## src/hw/sfl_pkg.sv

```systemverilog
// Package with constants and types of the I2C status flag block
package sfl_pkg;

  // Register port widths
  localparam int REG_AW = 3;
  localparam int REG_DW = 8;

  // Register offsets
  localparam logic [REG_AW-1:0] OFS_PRIMARY_ADDR = 3'h0;
  localparam logic [REG_AW-1:0] OFS_FIRST_CTRL   = 3'h1;
  localparam logic [REG_AW-1:0] OFS_STATUS_ONE   = 3'h2;
  localparam logic [REG_AW-1:0] OFS_SECOND_CTRL  = 3'h3;
  localparam logic [REG_AW-1:0] OFS_RANGE_ADDR   = 3'h4;
  localparam logic [REG_AW-1:0] OFS_SECOND_ADDR  = 3'h5;
  localparam logic [REG_AW-1:0] OFS_EVT_STATUS   = 3'h6;
  localparam logic [REG_AW-1:0] OFS_EVT_MASK     = 3'h7;

  // Field positions: address registers hold the 7-bit address in [7:1]
  localparam int ADDR_LSB        = 1;
  localparam int SEC_EN_BIT      = 0;
  localparam int C1_MOD_EN_BIT   = 7;
  localparam int C1_INT_EN_BIT   = 6;
  localparam int C2_GC_EN_BIT    = 7;
  localparam int C2_ALERT_EN_BIT = 6;
  localparam int C2_RM_EN_BIT    = 3;
  localparam int S1_AAS_BIT      = 6;
  localparam int S1_BUSY_BIT     = 5;
  localparam int S1_ARBITRATION_LOST_FLAG_BIT     = 4;
  localparam int S1_RAM_BIT      = 3;
  localparam int S1_SRW_BIT      = 2;
  localparam int EVT_START_BIT   = 0;
  localparam int EVT_STOP_BIT    = 1;
  localparam int EVT_ARBITRATION_LOST_FLAG_BIT    = 2;
  localparam int EVT_AAS_BIT     = 3;
  localparam int EVT_W           = 4;

  // Reset values and fixed codes
  localparam logic [6:0]       RST_ADDR        = 7'h00;
  localparam logic [EVT_W-1:0] RST_EVT         = 4'h0;
  localparam logic [REG_DW-1:0] RST_RDATA      = 8'h00;
  localparam logic [6:0]       GEN_CALL_ADDR   = 7'h00;
  localparam logic [6:0]       ALERT_RESP_ADDR = 7'h0c;
  localparam logic [3:0]       ADDR_LAST_BIT   = 4'h7;

  // Address phase tracker
  typedef enum logic [1:0] {
    RX_IDLE,
    RX_ADDR,
    RX_HOLD
  } sfl_rx_e;

  // State of the bus condition detector
  typedef struct packed {
    logic scl_prev;
    logic sda_prev;
    logic start;
    logic stop;
    logic scl_rise;
    logic sda_smp;
  } sfl_det_s;

  // State of the status flag block
  typedef struct packed {
    logic [6:0]        pri_addr;
    logic [6:0]        rng_addr;
    logic [6:0]        sec_addr;
    logic              sec_en;
    logic              mod_en;
    logic              int_en;
    logic              gc_en;
    logic              alert_en;
    logic              rm_en;
    logic              aas;
    logic              busy;
    logic              arbitration_lost_flag;
    logic              ram;
    logic              slave_direction_flag;
    logic [EVT_W-1:0]  evt;
    logic [EVT_W-1:0]  evt_mask;
    logic [7:0]        shift;
    logic [3:0]        bit_cnt;
    sfl_rx_e           rx_state;
    logic [REG_DW-1:0] rdata;
  } sfl_state_s;

endpackage : sfl_pkg

```

## src/hw/sfl_status_flags.sv

```systemverilog
// Status flags of the I2C controller: busy, arbitration, range match, direction
//
// Behaviour
// - Busy rises on START, falls on STOP
// - Hardware sets arbitration lost on lost arbitration
// - Arbitration lost cleared only by writing one
// - Range enabled: nonzero address equal range register matches
// - Range enabled: address inside primary-range span matches
// - Any first control write clears range flag
// - Slave direction holds received read/write bit
// - Addressed flag set on match before acknowledge
//
// Our own choices: the plain strobed port and the register offsets.
module sfl_status_flags
  import sfl_pkg::*;
(
  input  wire logic                        CLK_SYS_I,
  input  wire logic                        NRST_I,
  input  wire logic                        CE_I,
  input  wire logic [sfl_pkg::REG_AW-1:0]  REG_ADDR_I,
  input  wire logic [sfl_pkg::REG_DW-1:0]  REG_WDATA_I,
  input  wire logic                        REG_WR_I,
  input  wire logic                        REG_RD_I,
  output logic      [sfl_pkg::REG_DW-1:0]  REG_RDATA_O,
  input  wire logic                        SCL_I,
  input  wire logic                        SDA_I,
  input  wire logic                        ARB_LOST_I,
  output logic                             IRQ_O,
  output logic                             BUS_BUSY_O,
  output logic                             ADDRESSED_O,
  output logic                             SLAVE_DIR_O
);

  sfl_state_s st_reg;
  sfl_state_s st_next;

  logic start_evt;
  logic stop_evt;
  logic scl_rise;
  logic sda_smp;

  // Line condition detection
  sfl_cond_det u_cond_det
  (
    .clk_i      (CLK_SYS_I),
    .nrst_i     (NRST_I),
    .ce_i       (CE_I),
    .scl_i      (SCL_I),
    .sda_i      (SDA_I),
    .start_o    (start_evt),
    .stop_o     (stop_evt),
    .scl_rise_o (scl_rise),
    .sda_o      (sda_smp)
  );

  // Equality of two 7-bit addresses
  function automatic logic addr_eq(input logic [6:0] a, input logic [6:0] b);
    addr_eq = (a == b);
  endfunction : addr_eq

  // Address lies between two bounds given in either order
  function automatic logic addr_in_span(input logic [6:0] a, input logic [6:0] lo_hi, input logic [6:0] hi_lo);
    logic [6:0] lo;
    logic [6:0] hi;
    lo = (lo_hi < hi_lo) ? lo_hi : hi_lo;
    hi = (lo_hi < hi_lo) ? hi_lo : lo_hi;
    addr_in_span = (a >= lo) && (a <= hi);
  endfunction : addr_in_span

  // Status one layout, unused bits read zero
  function automatic logic [REG_DW-1:0] status_one(input sfl_state_s s);
    status_one              = RST_RDATA;
    status_one[S1_AAS_BIT]  = s.aas;
    status_one[S1_BUSY_BIT] = s.busy;
    status_one[S1_ARBITRATION_LOST_FLAG_BIT] = s.arbitration_lost_flag;
    status_one[S1_RAM_BIT]  = s.ram;
    status_one[S1_SRW_BIT]  = s.slave_direction_flag;
  endfunction : status_one

  // Decoded register strobes
  logic wr_pri;
  logic wr_c1;
  logic wr_s1;
  logic wr_c2;
  logic wr_rng;
  logic wr_sec;
  logic wr_mask;

  // Decoded read strobes
  logic rd_pri;
  logic rd_c1;
  logic rd_s1;
  logic rd_c2;
  logic rd_rng;
  logic rd_sec;
  logic rd_evt;
  logic rd_mask;

  // Address byte assembled on the last clock edge
  logic [7:0] addr_byte;
  logic [6:0] call_addr;
  logic       byte_done;
  logic       hit_pri;
  logic       hit_gc;
  logic       hit_sec;
  logic       hit_alert;
  logic       hit_rng;
  logic       hit_any;

  // Write decode
  always_comb
  begin
    wr_pri  = 1'b0;
    wr_c1   = 1'b0;
    wr_s1   = 1'b0;
    wr_c2   = 1'b0;
    wr_rng  = 1'b0;
    wr_sec  = 1'b0;
    wr_mask = 1'b0;
    if (REG_WR_I)
    begin
      if (REG_ADDR_I == OFS_PRIMARY_ADDR)
        wr_pri = 1'b1;
      else if (REG_ADDR_I == OFS_FIRST_CTRL)
        wr_c1 = 1'b1;
      else if (REG_ADDR_I == OFS_STATUS_ONE)
        wr_s1 = 1'b1;
      else if (REG_ADDR_I == OFS_SECOND_CTRL)
        wr_c2 = 1'b1;
      else if (REG_ADDR_I == OFS_RANGE_ADDR)
        wr_rng = 1'b1;
      else if (REG_ADDR_I == OFS_SECOND_ADDR)
        wr_sec = 1'b1;
      else if (REG_ADDR_I == OFS_EVT_MASK)
        wr_mask = 1'b1;
    end
  end

  // Read decode; only the event status read has a side effect
  always_comb
  begin
    rd_pri  = 1'b0;
    rd_c1   = 1'b0;
    rd_s1   = 1'b0;
    rd_c2   = 1'b0;
    rd_rng  = 1'b0;
    rd_sec  = 1'b0;
    rd_evt  = 1'b0;
    rd_mask = 1'b0;
    if (REG_RD_I)
    begin
      if (REG_ADDR_I == OFS_PRIMARY_ADDR)
        rd_pri = 1'b1;
      else if (REG_ADDR_I == OFS_FIRST_CTRL)
        rd_c1 = 1'b1;
      else if (REG_ADDR_I == OFS_STATUS_ONE)
        rd_s1 = 1'b1;
      else if (REG_ADDR_I == OFS_SECOND_CTRL)
        rd_c2 = 1'b1;
      else if (REG_ADDR_I == OFS_RANGE_ADDR)
        rd_rng = 1'b1;
      else if (REG_ADDR_I == OFS_SECOND_ADDR)
        rd_sec = 1'b1;
      else if (REG_ADDR_I == OFS_EVT_STATUS)
        rd_evt = 1'b1;
      else if (REG_ADDR_I == OFS_EVT_MASK)
        rd_mask = 1'b1;
    end
  end

  // Address comparison against every slave address source
  always_comb
  begin
    addr_byte = {st_reg.shift[6:0], sda_smp};
    call_addr = addr_byte[7:1];
    byte_done = scl_rise && (st_reg.rx_state == RX_ADDR) && (st_reg.bit_cnt == ADDR_LAST_BIT);
    hit_pri   = addr_eq(call_addr, st_reg.pri_addr);
    hit_gc    = st_reg.gc_en && addr_eq(call_addr, GEN_CALL_ADDR);
    hit_sec   = st_reg.sec_en && addr_eq(call_addr, st_reg.sec_addr);
    hit_alert = st_reg.alert_en && addr_eq(call_addr, ALERT_RESP_ADDR);
    hit_rng   = st_reg.rm_en &&
                ((!addr_eq(call_addr, GEN_CALL_ADDR) && addr_eq(call_addr, st_reg.rng_addr)) ||
                 addr_in_span(call_addr, st_reg.pri_addr, st_reg.rng_addr));
    hit_any   = st_reg.mod_en && (hit_pri || hit_gc || hit_sec || hit_alert || hit_rng);
  end

  // Next state
  always_comb
  begin
    st_next = st_reg;

    // Configuration registers
    if (wr_pri)
      st_next.pri_addr = REG_WDATA_I[ADDR_LSB +: 7];
    if (wr_rng)
      st_next.rng_addr = REG_WDATA_I[ADDR_LSB +: 7];
    if (wr_sec)
    begin
      st_next.sec_addr = REG_WDATA_I[ADDR_LSB +: 7];
      st_next.sec_en   = REG_WDATA_I[SEC_EN_BIT];
    end
    if (wr_c1)
    begin
      st_next.mod_en = REG_WDATA_I[C1_MOD_EN_BIT];
      st_next.int_en = REG_WDATA_I[C1_INT_EN_BIT];
    end
    if (wr_c2)
    begin
      st_next.gc_en    = REG_WDATA_I[C2_GC_EN_BIT];
      st_next.alert_en = REG_WDATA_I[C2_ALERT_EN_BIT];
      st_next.rm_en    = REG_WDATA_I[C2_RM_EN_BIT];
    end
    if (wr_mask)
      st_next.evt_mask = REG_WDATA_I[EVT_W-1:0];

    // Software clears first, hardware sets afterwards so sets win
    if (wr_c1)
    begin
      st_next.ram = 1'b0;
      st_next.aas = 1'b0;
    end
    if (wr_s1 && REG_WDATA_I[S1_ARBITRATION_LOST_FLAG_BIT])
      st_next.arbitration_lost_flag = 1'b0;
    if (rd_evt)
      st_next.evt = RST_EVT;

    // Bus busy follows conditions in any role
    if (start_evt)
      st_next.busy = 1'b1;
    else if (stop_evt)
      st_next.busy = 1'b0;

    // Arbitration loss reported by the master engine
    if (ARB_LOST_I)
    begin
      st_next.arbitration_lost_flag                = 1'b1;
      st_next.evt[EVT_ARBITRATION_LOST_FLAG_BIT]   = 1'b1;
    end

    // Address phase tracking
    case (st_reg.rx_state)
      // Waiting for a START
      RX_IDLE:
      begin
        st_next.bit_cnt = 4'h0;
      end
      // Shifting in the calling address
      RX_ADDR:
      begin
        if (scl_rise)
        begin
          st_next.shift   = addr_byte;
          st_next.bit_cnt = st_reg.bit_cnt + 4'h1;
          if (byte_done)
            st_next.rx_state = RX_HOLD;
        end
      end
      // Data bytes ignored until START or STOP
      RX_HOLD:
      begin
        st_next.bit_cnt = 4'h0;
      end
      default:
      begin
        st_next.rx_state = RX_IDLE;
      end
    endcase

    // Conditions restart or end the address phase
    if (start_evt)
    begin
      st_next.rx_state = RX_ADDR;
      st_next.bit_cnt  = 4'h0;
      st_next.evt[EVT_START_BIT] = 1'b1;
    end
    else if (stop_evt)
    begin
      st_next.rx_state = RX_IDLE;
      st_next.evt[EVT_STOP_BIT] = 1'b1;
    end

    // Match result lands with the eighth bit, before acknowledge
    if (byte_done && !start_evt && !stop_evt)
    begin
      if (hit_any)
      begin
        st_next.aas = 1'b1;
        st_next.slave_direction_flag = addr_byte[0];
        st_next.evt[EVT_AAS_BIT] = 1'b1;
      end
      if (st_reg.mod_en && hit_rng)
        st_next.ram = 1'b1;
    end

    // Registered read data, one cycle after the strobe
    st_next.rdata = RST_RDATA;
    if (rd_pri)
      st_next.rdata = {st_reg.pri_addr, 1'b0};
    else if (rd_c1)
    begin
      st_next.rdata[C1_MOD_EN_BIT] = st_reg.mod_en;
      st_next.rdata[C1_INT_EN_BIT] = st_reg.int_en;
    end
    else if (rd_s1)
      st_next.rdata = status_one(st_reg);
    else if (rd_c2)
    begin
      st_next.rdata[C2_GC_EN_BIT]    = st_reg.gc_en;
      st_next.rdata[C2_ALERT_EN_BIT] = st_reg.alert_en;
      st_next.rdata[C2_RM_EN_BIT]    = st_reg.rm_en;
    end
    else if (rd_rng)
      st_next.rdata = {st_reg.rng_addr, 1'b0};
    else if (rd_sec)
      st_next.rdata = {st_reg.sec_addr, st_reg.sec_en};
    else if (rd_evt)
      st_next.rdata[EVT_W-1:0] = st_reg.evt;
    else if (rd_mask)
      st_next.rdata[EVT_W-1:0] = st_reg.evt_mask;
  end

  // State register, frozen while the clock enable is low
  always_ff @(posedge CLK_SYS_I or negedge NRST_I)
  begin
    if (!NRST_I)
    begin
      st_reg <= '{pri_addr: RST_ADDR, rng_addr: RST_ADDR, sec_addr: RST_ADDR,
                 evt: RST_EVT, evt_mask: RST_EVT, shift: 8'h00, bit_cnt: 4'h0,
                 rx_state: RX_IDLE, rdata: RST_RDATA, default: 1'b0};
    end
    else if (CE_I)
    begin
      st_reg <= st_next;
    end
  end

  // Outputs
  assign REG_RDATA_O = st_reg.rdata;
  assign IRQ_O       = |(st_reg.evt & st_reg.evt_mask);
  assign BUS_BUSY_O  = st_reg.busy;
  assign ADDRESSED_O = st_reg.aas;
  assign SLAVE_DIR_O = st_reg.slave_direction_flag;

endmodule : sfl_status_flags

```

## src/hw/sfl_cond_det.sv

```systemverilog
// START, STOP and clock edge detector for the I2C lines
module sfl_cond_det
  import sfl_pkg::*;
(
  input  wire logic clk_i,
  input  wire logic nrst_i,
  input  wire logic ce_i,
  input  wire logic scl_i,
  input  wire logic sda_i,
  output logic      start_o,
  output logic      stop_o,
  output logic      scl_rise_o,
  output logic      sda_o
);

  sfl_det_s det_reg;
  sfl_det_s det_next;

  // Conditions: data edge while clock stays high
  always_comb
  begin
    det_next          = det_reg;
    det_next.scl_prev = scl_i;
    det_next.sda_prev = sda_i;
    det_next.start    = det_reg.scl_prev & scl_i & det_reg.sda_prev & ~sda_i;
    det_next.stop     = det_reg.scl_prev & scl_i & ~det_reg.sda_prev & sda_i;
    det_next.scl_rise = ~det_reg.scl_prev & scl_i;
    det_next.sda_smp  = sda_i;
  end

  // Idle bus reads high after reset
  always_ff @(posedge clk_i or negedge nrst_i)
  begin
    if (!nrst_i)
    begin
      det_reg <= '{scl_prev: 1'b1, sda_prev: 1'b1, sda_smp: 1'b1, default: 1'b0};
    end
    else if (ce_i)
    begin
      det_reg <= det_next;
    end
  end

  assign start_o    = det_reg.start;
  assign stop_o     = det_reg.stop;
  assign scl_rise_o = det_reg.scl_rise;
  assign sda_o      = det_reg.sda_smp;

endmodule : sfl_cond_det

```

## config.mk

```make
export PLATFORM = sky130hd
export DESIGN_NAME = sfl_status_flags
export DESIGN_NICKNAME = d
export VERILOG_FILES = /design/src/hw/sfl_pkg.sv /design/src/hw/sfl_status_flags.sv /design/src/hw/sfl_cond_det.sv
export SDC_FILE = /design/constraint.sdc
export NUM_CORES = 1
export LEC_CHECK = 0
export BUFFER_PORTS_ARGS = -buffer_cell sky130_fd_sc_hd__buf_2
export CORE_ASPECT_RATIO = 0.9
export CORE_UTILIZATION = 40
export CTS_CLUSTER_DIAMETER = 120
export DETAILED_ROUTE_END_ITERATION = 6
export GPL_ROUTABILITY_DRIVEN = 0
export MAX_ROUTING_LAYER = met4
export SYNTH_ARGS = -nofsm -noshare
export SYNTH_HDL_FRONTEND = slang
export SYNTH_SLANG_ARGS = --single-unit
```

## constraint.sdc

```tcl
create_clock -name CLK_SYS_I -period 3.99 [get_ports CLK_SYS_I]
set_input_delay 0.798 -clock CLK_SYS_I [delete_from_list [all_inputs] [get_ports CLK_SYS_I]]
set_output_delay 0.798 -clock CLK_SYS_I [all_outputs]
set_load 0.03 [all_outputs]
```

### Word level (Yosys, flattened, before mapping)

Cells that the tools add are included.

* register bits: 66
* input port bits: 19
* output and inout bits: 12
* word-level logic and storage cells: 199

* $add $sub $neg: 1
* $lt $le $gt $ge: 3
* eq/ne operators: 18
* mux-type cells: 95
* bitwise logic cells: 10
* reductions and logical operators: 45

Operators with widths (number)
* $mux 1: 71
* $mux 4: 6
* $mux 8: 3
* $eq 7x7->1: 3
* $reduce_and 2->1: 10
* $mux 2: 7
* $mux 7: 2
* $logic_and 1x1->1: 13
* $eq 3x3->1 const B: 4
* $mux 6: 2
* $reduce_and 3->1: 3
* $pmux 4 s2: 1
* $reduce_bool 2->1: 4
* $eq 7x4->1 const B: 1
* $ge 7x7->1: 1
* $le 7x7->1: 1
* $logic_not 7->1: 1
* $lt 7x7->1: 1
* $and 1x1->1: 6
* $eq 3x2->1 const B: 2
* $mux 3: 2
* $ne 3x1->1 const B: 2
* $logic_or 1x1->1: 5
* $add 4x1->4 const B: 1
* 16 further kinds: 20

### Depth between registers and ports, before layout

Gate-level depths: netlist of the first run.

* depth in word-level cells: 18
* depth in mapped cells: 17
* depth with buffers taken out: 14

### By module

A second synthesis of the first run with hierarchy kept.

* cells, all modules: 465
* area total of the unflattened synthesis: 4420.5 um2

By module, submodules not included
* sfl_status_flags: instances 1, cells an instance 451, area an instance 4211.5 um2, sequential area each 1526.5 um2
* sfl_cond_det: instances 1, cells an instance 14, area an instance 209.0 um2, sequential area each 127.6 um2

### Least setup slack after synthesis of the first run

OpenSTA, ideal clock, no wires.

* kind: register -> register
* start point: register st_reg[49] in the netlist's numbering
* end point: register st_reg, in the netlist SLAVE_DIR_O
* setup time: 0.128 ns
* data arrival time: 3.488 ns
* data required time: 3.862 ns
* setup slack: 0.374 ns
* stages on the path, launching flop included: 18
* period minus slack after synthesis: 3.616 ns
* path through: dfrtp_1 -> clkbuf_1 -> inv_1 -> ha_1 -> a21o_1 -> a21o_1 -> a211o_1 -> and2_4 -> buf_6 -> buf_6 -> o311ai_2 -> ha_1 -> nand2b_1 -> nand3_1 -> a21oi_1 -> o211a_1 -> a221oi_2 -> mux2_1

* cells in the longest elaborated chain, start to end: 9
* elaborated cells on any way between the ends: 13

Ends and longest elaborated chain
* start: declaration: line sfl_status_flags.sv:34 `sfl_state_s st_reg;`
* start signal: assignment: line sfl_status_flags.sv:327 `st_reg <= '{pri_addr: RST_ADDR, rng_addr: RST_ADDR, sec_addr: RST_ADDR,`
* start signal: assignment: line sfl_status_flags.sv:333 `st_reg <= st_next;`
* $lt 7x7->1: line sfl_status_flags.sv:65, sfl_status_flags.sv:66
* $mux 7, on equally long branches: line sfl_status_flags.sv:65, sfl_status_flags.sv:66
* $ge 7x7->1 / $le 7x7->1 (equally long branches): line sfl_status_flags.sv:67 `addr_in_span = (a >= lo) && (a <= hi);`
* $logic_and 1x1->1: line sfl_status_flags.sv:67
* $logic_or 1x1->1 (*): line sfl_status_flags.sv:182 `((!addr_eq(call_addr, GEN_CALL_ADDR) && addr_eq(call_addr, st_reg.rng_addr)) ||`
* $logic_and 1x1->1 (*): line sfl_status_flags.sv:181 `hit_rng = st_reg.rm_en &&`
* $logic_or 1x1->1 (*): line sfl_status_flags.sv:184 `hit_any = st_reg.mod_en && (hit_pri || hit_gc || hit_sec || hit_alert || hit_rng);`
* $logic_and 1x1->1 (*): line sfl_status_flags.sv:184
* $reduce_and 3->1 (no source line) (*)

Mark *: on every way between the ends. The rest lies on a longest branch, timed or not.
A chain may end at the register's enable or synchronous reset.

### Worst setup path in the final report of the first run

Ends and elaborated chain as after synthesis.

==> out/summary.md, run 1 <==
• **H-tree depth reported by CTS** 3
• **finished layout cell area** 0.00491 sq mm
• **maximum vdd drop** 329 uV
• **commonest cells after routing, fill and taps aside** 64 x sky130_fd_sc_hd__dfrtp_1, 40 x sky130_fd_sc_hd__mux2_2, 39 x sky130_fd_sc_hd__nand2_1, 30 x sky130_fd_sc_hd__buf_2, 23 x sky130_fd_sc_hd__a21oi_1
• **horizontal extent of the die** 112 microns
• **CP startpoint kind** flop
• **initial antenna violation count** 0
• **headroom to the max-slew limit** 33.2%
• **DR vias** 3,687
• **Worst Path Class, Setup** flop to flop
• **hold buffers post-CTS** 0
• **outcome** complete, no violations
• **Cell Area, Synth** 0.00439 sq mm
• **worst endpoint required time** 4.21 ns
• **post-layout minimum cycle time** 3.77 ns
• **portion of the clock cycle consumed by the worst path in the final layout** 94.5%
• **clock-pin slew of the registers on the worst-case setup and hold paths** 0.06 ns
• **syn_area_per_cell** 9.59 sq um
• **effective utilization at floorplan** 42.0%
• **Setup TNS Final** 0 ns
• **Clock Skews** 0.00474 ns
• **Critical Path Max Stage Delay** 0.46 ns
• **family of cells with the greatest summed delay on the critical path** compound AO/OA/AOI/OAI gates
• **Post-Syn Instances** 458
• **number of synthesized flops with an enable pin** 0
• **final-report max-slew violation count** 0
• **Critical Path Slowest Stage Cell** sky130_fd_sc_hd__a211o_2
• **detailed-route wire length per cell** 19.6 microns
• **final net count** 506
• **maximum frequency from static timing analysis** 0.265 GHz
• **power density relative to cell area** 634 mW/mm^2
• **Placed Area** 0.00457 sq mm
• **Metal-1 WL** 5790 microns
• **remaining number of nets flagged by the antenna check after routing** 0
• **max FFs per register** 43
• **number of global-route vias before repair** 3,352
• **Cell variety after synth** 53
• **Syn-to-layout area delta** 11.8%
• **Crit path buffers/inverters** 1
• **total power after layout** 3.12 mW
• **number of DRC violations after detailed-routing iteration 0** 366
• **number of buffers added on ports** 30
• **number of top-level design ports** 31
• **type of the worst min-delay path** flop to flop
• **global-route usage over all layers** 22.4%
• **overall die height** 101 microns
• **highest signal layer in the routed design** met4
• **routed length on met3** 619 microns
• **maximum number of pins on one net before global-route repair** 44
• **final-report hold violation count** 0
• **largest buffer count on any clock path** 2
• **total met2 wirelength after detailed routing** 5170 microns
• **most instantiated flip-flop cell in the synthesis netlist** sky130_fd_sc_hd__dfrtp_1
• **row count** 35
• **Max Fanout on Critical Path** 15
• **number of buffers added by the clock tree synthesis step** 9
• **TritonCTS clock tree** yes
• **critical path, cell by cell** inv_1, ha_1, a21o_1, a21o_1, a211o_2, and2_4, o311ai_2, ha_1, nand2b_1, nand3_1, a21oi_1, o211a_1, a221oi_2, mux2_1
• **Root Driver** sky130_fd_sc_hd__clkbuf_16
• **first-pass GRT wire length** 18,700 microns
• **endpoint type of the worst setup path** flop
• **total global routing overflow** 0
• **proportion of synthesized chip area in sequential cells** 37.6%
• **net count after synthesis** 498
• **iteration count of the initial detailed-routing pass** 5
• **Post-DP HPWL** 8520 microns
• **slew of the pin with the lowest slew margin** 1.00 ns
• **post-CTS repair timing setup buffer count** 0
• **warnings from Yosys** 0
• **fraction of final layout cells with drive strength greater than 1** 22.9%
• **most common cell after layout, fill and taps aside** sky130_fd_sc_hd__dfrtp_1
• **full die area** 0.0114 sq mm
• **worst setup slack after placement** 0.119 ns
• **drt via density** 6.15
• **latest clock arrival within the worst-skew pair** 0.34 ns
• **Max-Cap Viols** 0
• **setup slack of the critical path after layout** 0.218 ns
• **DRC viols** 0
• **area inside the core boundary** 0.0105 sq mm
• **Leakage** 2.15 nW
• **CP arrival** 3.99 ns
• **final wirelength** 11,700 microns
• **clk sinks** 66
• **setup-violating endpoint count in the final report** 0
• **share of synthesized registers carrying an async set or reset** 100%
• **post-synthesis sequential element count** 66
• **ANT cells** 0
report_power, final:
group | internal [mW] | switching (mW)
clock network | 0.564 | 0.303
logic | 0.534 | 0.700
registers | 0.802 | 0.214
synth_stat cells, types with 4 or more instances:
cell type                   number  area share [%]
sky130_fd_sc_hd__o21ai_0        19             2.2
sky130_fd_sc_hd__o311ai_0        9             1.8
sky130_fd_sc_hd__buf_4           8             1.4
sky130_fd_sc_hd__mux2_2         40              10
sky130_fd_sc_hd__a21oi_1        23             2.6
sky130_fd_sc_hd__o22ai_1         6            0.85
sky130_fd_sc_hd__nand3_1        22             2.5
sky130_fd_sc_hd__a2111oi_0       8             1.6
sky130_fd_sc_hd__xnor2_1        18             3.6
sky130_fd_sc_hd__clkbuf_1       30             2.6
sky130_fd_sc_hd__nand4_1        15             2.1
sky130_fd_sc_hd__a22o_1          6             1.2
sky130_fd_sc_hd__nand2_1        39             3.3
sky130_fd_sc_hd__mux2i_1         7             1.6
sky130_fd_sc_hd__nor2_1         14             1.2
sky130_fd_sc_hd__nor2b_1         4            0.57
sky130_fd_sc_hd__ha_1           21             6.0
sky130_fd_sc_hd__a22oi_1         8             1.4
sky130_fd_sc_hd__a311oi_1        9             1.8
sky130_fd_sc_hd__nand2b_1        8             1.1
sky130_fd_sc_hd__dfrtp_1        64              36
sky130_fd_sc_hd__o311a_1         4            0.91
sky130_fd_sc_hd__xor2_1          5             1.0
sky130_fd_sc_hd__inv_1          22             1.9
cell families (layout without fill, tap and decap cells):
kind of cell / count (synthesis) / count (layout) / synth area share, %
fa+ha+maj: 21 / 21 / 5.98
buf+inv: 68 / 81 / 7.06
flops: 66 / 66 / 37.6
xor+xnor: 23 / 23 / 4.58
mux: 49 / 49 / 12.6
compound gates: 115 / 115 / 19.0
simple gates: 116 / 116 / 13.1
layout make-up:
type | count | area [sq um]
well taps | 129 | 161
repair buffers | 42 | 240
inverters | 23 | 86.3
multi-input cells | 324 | 2440
clock inverters | 6 | 88.8
clock buffers | 10 | 239
fillers | 978 | 5550
flip-flops and latches | 66 | 1650
through the flow:
step           cells  hold slack (ns)  util (%)
2_1_floorplan    458            0.452         -
3_3_place_gp     584            0.462      43.7
3_5_place_dp     584            0.465      43.7
4_1_cts          600            0.485      46.8
5_1_grt          600            0.504      47.0
6_report         600            0.481      47.0
worst reg2reg max path, stage by stage, from the launching register on:
cell,delay (ns)
sky130_fd_sc_hd__dfrtp_1,0.45
sky130_fd_sc_hd__inv_1,0.12
sky130_fd_sc_hd__ha_1,0.31
sky130_fd_sc_hd__a21o_1,0.15
sky130_fd_sc_hd__a21o_1,0.17
sky130_fd_sc_hd__a211o_2,0.46
sky130_fd_sc_hd__and2_4,0.25
sky130_fd_sc_hd__o311ai_2,0.31
sky130_fd_sc_hd__ha_1,0.28
sky130_fd_sc_hd__nand2b_1,0.13
sky130_fd_sc_hd__nand3_1,0.07
sky130_fd_sc_hd__a21oi_1,0.07
sky130_fd_sc_hd__o211a_1,0.25
sky130_fd_sc_hd__a221oi_2,0.29
sky130_fd_sc_hd__mux2_1,0.35
final timing paths:
check | slack (ns) | cells past startpoint | endpoint | start
hold reg to reg | 0.48 | 1 | REG_RDATA_O[4] | REG_RDATA_O[4]
hold / removal | 0.48 | 1 | REG_RDATA_O[4] | REG_RDATA_O[4]
setup / recovery | 0.22 | 14 | SLAVE_DIR_O | st_reg[49]
max in group asynchronous | 2.50 | 2 | st_reg[55] | NRST_I
min in group asynchronous | 0.61 | 1 | st_reg[28] | NRST_I
setup reg to reg | 0.22 | 14 | SLAVE_DIR_O | st_reg[49]
metal layers:
metal  vias up  global-route usage [%]
li1       1710                       -
met1      1872                    32.2
met2        92                    31.9
met3        13                    4.55
met4         0                    5.95
met5         -                       -
timing repair:
| action | in CTS | in global routing |
|---|---|---|
| endpoints found under the hold margin | 0 | 0 |
| endpoints found under the setup margin | 0 | 1 |
| gates resized for setup | 0 | 5 |
Note: power is estimated with default switching activity, not from simulation.
==> inputs of run 2 (changes only) <==
==> constraint.sdc (replaced) <==
create_clock -name CLK_SYS_I -period 4.03 [get_ports CLK_SYS_I]
set_input_delay 0.806 -clock CLK_SYS_I [delete_from_list [all_inputs] [get_ports CLK_SYS_I]]
set_output_delay 0.806 -clock CLK_SYS_I [all_outputs]
set_load 0.03 [all_outputs]
==> run 2 against run 1 <==
Critical path type unchanged. Final cell count grew 0.17%. Critical path depth is the same. Worst setup slack lost 0.067 ns. Register-to-register slack lost 0.07 ns. First-iteration DRC count shrank 22%. Cell area shrank 0.10%. Sequential cell count is the same. Combinational power is essentially flat. Count of clock-buffer cells in the layout grew 3. Global-route usage grew 0.21 points. Largest power group unchanged.
==> out/summary.md, run 2 (synthesized netlist as in run 1, its figures left out) <==
• **area inside the core boundary** 0.0105 sq mm, unchanged
• **Placed Area** 0.00458 sq mm, +0.16%
• **maximum frequency from static timing analysis** 0.258 GHz, -2.8%
• **final-report hold violation count** 0, unchanged
• **Syn-to-layout area delta** 11.7%
• **Worst setup startpoint** st_reg[49]
• **initial antenna violation count** 0, unchanged
• **most common cell after layout, fill and taps aside** sky130_fd_sc_hd__dfrtp_1
• **fraction of final layout cells with drive strength greater than 1** 22.9%, -0.049 points
• **power density relative to cell area** 617 mW/mm^2, -2.7%
• **reg-to-reg startpoint** st_reg[49]
• **type of the worst min-delay path** input port to async pin
• **full die area** 0.0114 sq mm, unchanged
• **Max-Cap Viols** 0, unchanged
• **TritonCTS clock tree** yes
• **instance count after placement with tap cells included** 585, +0.17%
• **portion of the clock cycle consumed by the worst path in the final layout** 96.3%, +1.7 points
• **iteration count of the initial detailed-routing pass** 4, -1
• **number of global-route vias before repair** 3,420, +2.0%
• **Post-DP HPWL** 8650 microns, +1.5%
• **family of cells with the greatest summed delay on the critical path** compound AO/OA/AOI/OAI gates
• **drt via density** 6.09, -0.92%
• **number of top-level design ports** 31, unchanged
• **max FFs per register** 43, unchanged
• **commonest cells after routing, fill and taps aside** 64 x sky130_fd_sc_hd__dfrtp_1, 40 x sky130_fd_sc_hd__mux2_2, 39 x sky130_fd_sc_hd__nand2_1, 30 x sky130_fd_sc_hd__buf_2, 23 x sky130_fd_sc_hd__a21oi_1
• **total global routing overflow** 0, unchanged
• **clk sinks** 66, unchanged
• **first-pass GRT wire length** 18,900 microns, +1.0%
• **number of buffers added by the clock tree synthesis step** 9, unchanged
• **worst endpoint required time** 4.24 ns, +0.03 ns
• **Root Driver** sky130_fd_sc_hd__clkbuf_16
• **outcome** complete, no violations
• **H-tree depth reported by CTS** 3, unchanged
• **post-layout minimum cycle time** 3.88 ns, +0.107 ns
• **Critical Path Max Stage Delay** 0.46 ns, about the same
• **Crit path buffers/inverters** 1, unchanged
• **Max Fanout on Critical Path** 15, unchanged
• **CP startpoint kind** flop
• **number of DRC violations after detailed-routing iteration 0** 287, -22%
• **Setup TNS Final** 0 ns, unchanged
• **largest buffer count on any clock path** 2, unchanged
• **final std cells w/o fill** 601, +0.17%
• **number of buffers added on ports** 30, unchanged
• **latest clock arrival within the worst-skew pair** 0.33 ns, about the same
• **number of inserted filler cells in the final layout** 1,001, +2.4%
• **clock-pin slew of the registers on the worst-case setup and hold paths** 0.05 ns, about the same
• **slew of the pin with the lowest slew margin** 0.998 ns, -0.00403 ns
• **maximum vdd drop** 219 uV, -33%
• **final wirelength** 11,700 microns, -0.69%
• **final-report max-slew violation count** 0, unchanged
• **remaining number of nets flagged by the antenna check after routing** 0, unchanged
• **finished layout cell area** 0.00491 sq mm, -0.10%
• **detailed-route wire length per cell** 19.4 microns, -0.86%
• **CP arrival** 4.09 ns, +0.10 ns
• **maximum number of pins on one net before global-route repair** 45, +2.3%
• **RSZ-0062 raised after global routing** no
• **row count** 35, unchanged
• **Critical Path Slowest Stage Cell** sky130_fd_sc_hd__dfrtp_1
• **DR vias** 3,659, -0.76%
• **Worst Path Class, Setup** flop to flop
• **setup-violating endpoint count in the final report** 0, unchanged
• **Clock Skews** 0.00614 ns, +0.00139 ns
• **overall die height** 101 microns, unchanged
• **footprint of the flip-flops and latches** 0.00165 sq mm, unchanged
• **total area of multi-input combinational cells** 0.00244 sq mm, about the same
• **effective utilization at floorplan** 42.0%, unchanged
• **post-CTS repair timing setup buffer count** 0, unchanged
• **Leakage** 2.15 nW, about the same
• **critical path, cell by cell** inv_1, ha_1, a21o_1, a21o_1, a211o_2, and2_4, a311oi_1, ha_1, nor2b_1, o211ai_1, a21oi_1, o22ai_1, a221oi_2, mux2_1
• **ANT cells** 0, unchanged
• **headroom to the max-slew limit** 33.5%, +0.27 points
• **endpoint type of the worst setup path** flop
• **final net count** 507, +0.20%
• **DRC viols** 0, unchanged
• **horizontal extent of the die** 112 microns, unchanged
• **global-route usage over all layers** 22.6%, +0.21 points
[run 2: cell types whose count changed in the layout (fill, tap and decap cells not counted), sizes merged]
cell,previous run,this run
inv,23,22
buf,42,43
bufinv,2,1
clkinvlp,2,1
clkbuf,10,13
[run 2: cell type report]
cell class / instances / area share (%)
Clock inverter: 3 / 0.943
Inverter: 23 / 1.76
Tap cell: 129 / 3.29
Timing Repair Buffer: 43 / 5.05
Sequential cell: 66 / 33.7
Clock buffer: 13 / 5.50
Multi-Input combinational cell: 324 / 49.8
[run 2: metrics by stage]
| stage | total power, mW | hold WS, ns | utilization (%) | setup slack [ns] |
|---|---|---|---|---|
| after floorplan | 1.88 | 0.452 | - | 0.414 |
| after global placement | 2.17 | 0.464 | 43.8 | 0.324 |
| after detailed placement | 2.20 | 0.469 | 43.8 | 0.195 |
| after CTS | 3.02 | 0.462 | 46.8 | 0.167 |
| after global routing | 3.25 | 0.490 | 46.9 | 0.0336 |
| final | 3.03 | 0.450 | 46.9 | 0.151 |
[run 2: worst register-to-register path, cell delays in order (launching register included)]
cell and delay, ns:
sky130_fd_sc_hd__dfrtp_1 0.46, sky130_fd_sc_hd__inv_1 0.11, sky130_fd_sc_hd__ha_1 0.30, sky130_fd_sc_hd__a21o_1 0.16
sky130_fd_sc_hd__a21o_1 0.17, sky130_fd_sc_hd__a211o_2 0.45, sky130_fd_sc_hd__and2_4 0.24, sky130_fd_sc_hd__a311oi_1 0.46
sky130_fd_sc_hd__ha_1 0.33, sky130_fd_sc_hd__nor2b_1 0.14, sky130_fd_sc_hd__o211ai_1 0.17, sky130_fd_sc_hd__a21oi_1 0.09
sky130_fd_sc_hd__o22ai_1 0.22, sky130_fd_sc_hd__a221oi_2 0.12, sky130_fd_sc_hd__mux2_1 0.34
[run 2: final timing paths]
check,slack [ns],cells past startpoint,endpoint
max in group asynchronous,2.63,2,u_cond_det.sda_o
setup reg to reg,0.15,14,SLAVE_DIR_O
hold reg to reg,0.49,1,REG_RDATA_O[5]
hold / removal,0.45,1,st_reg[41]
min in group CLK_SYS_I,0.49,1,REG_RDATA_O[5]
setup / recovery,0.15,14,SLAVE_DIR_O
[run 2: metal layers]
layer,routed length [microns],global-route usage [%],share of wire [%]
met1,5780,32.6,50
met2,5120,32.0,44
met3,623,4.25,5.3
met4,128,6.97,1.1
met5,0,-,0
[run 2: repair_timing]
| item | CTS | global route |
|---|---|---|
| hold buffers | 0 | 0 |
| endpoints found under the setup margin | 0 | 1 |
| resized for setup | 0 | 4 |
[run 2: power by group]
group          internal [mW]  switching, mW  leakage, nW
Combinational          0.532          0.692         1.17
Sequential             0.794          0.205        0.828
Clock                  0.530          0.275        0.152
Total                   1.86           1.17         2.15
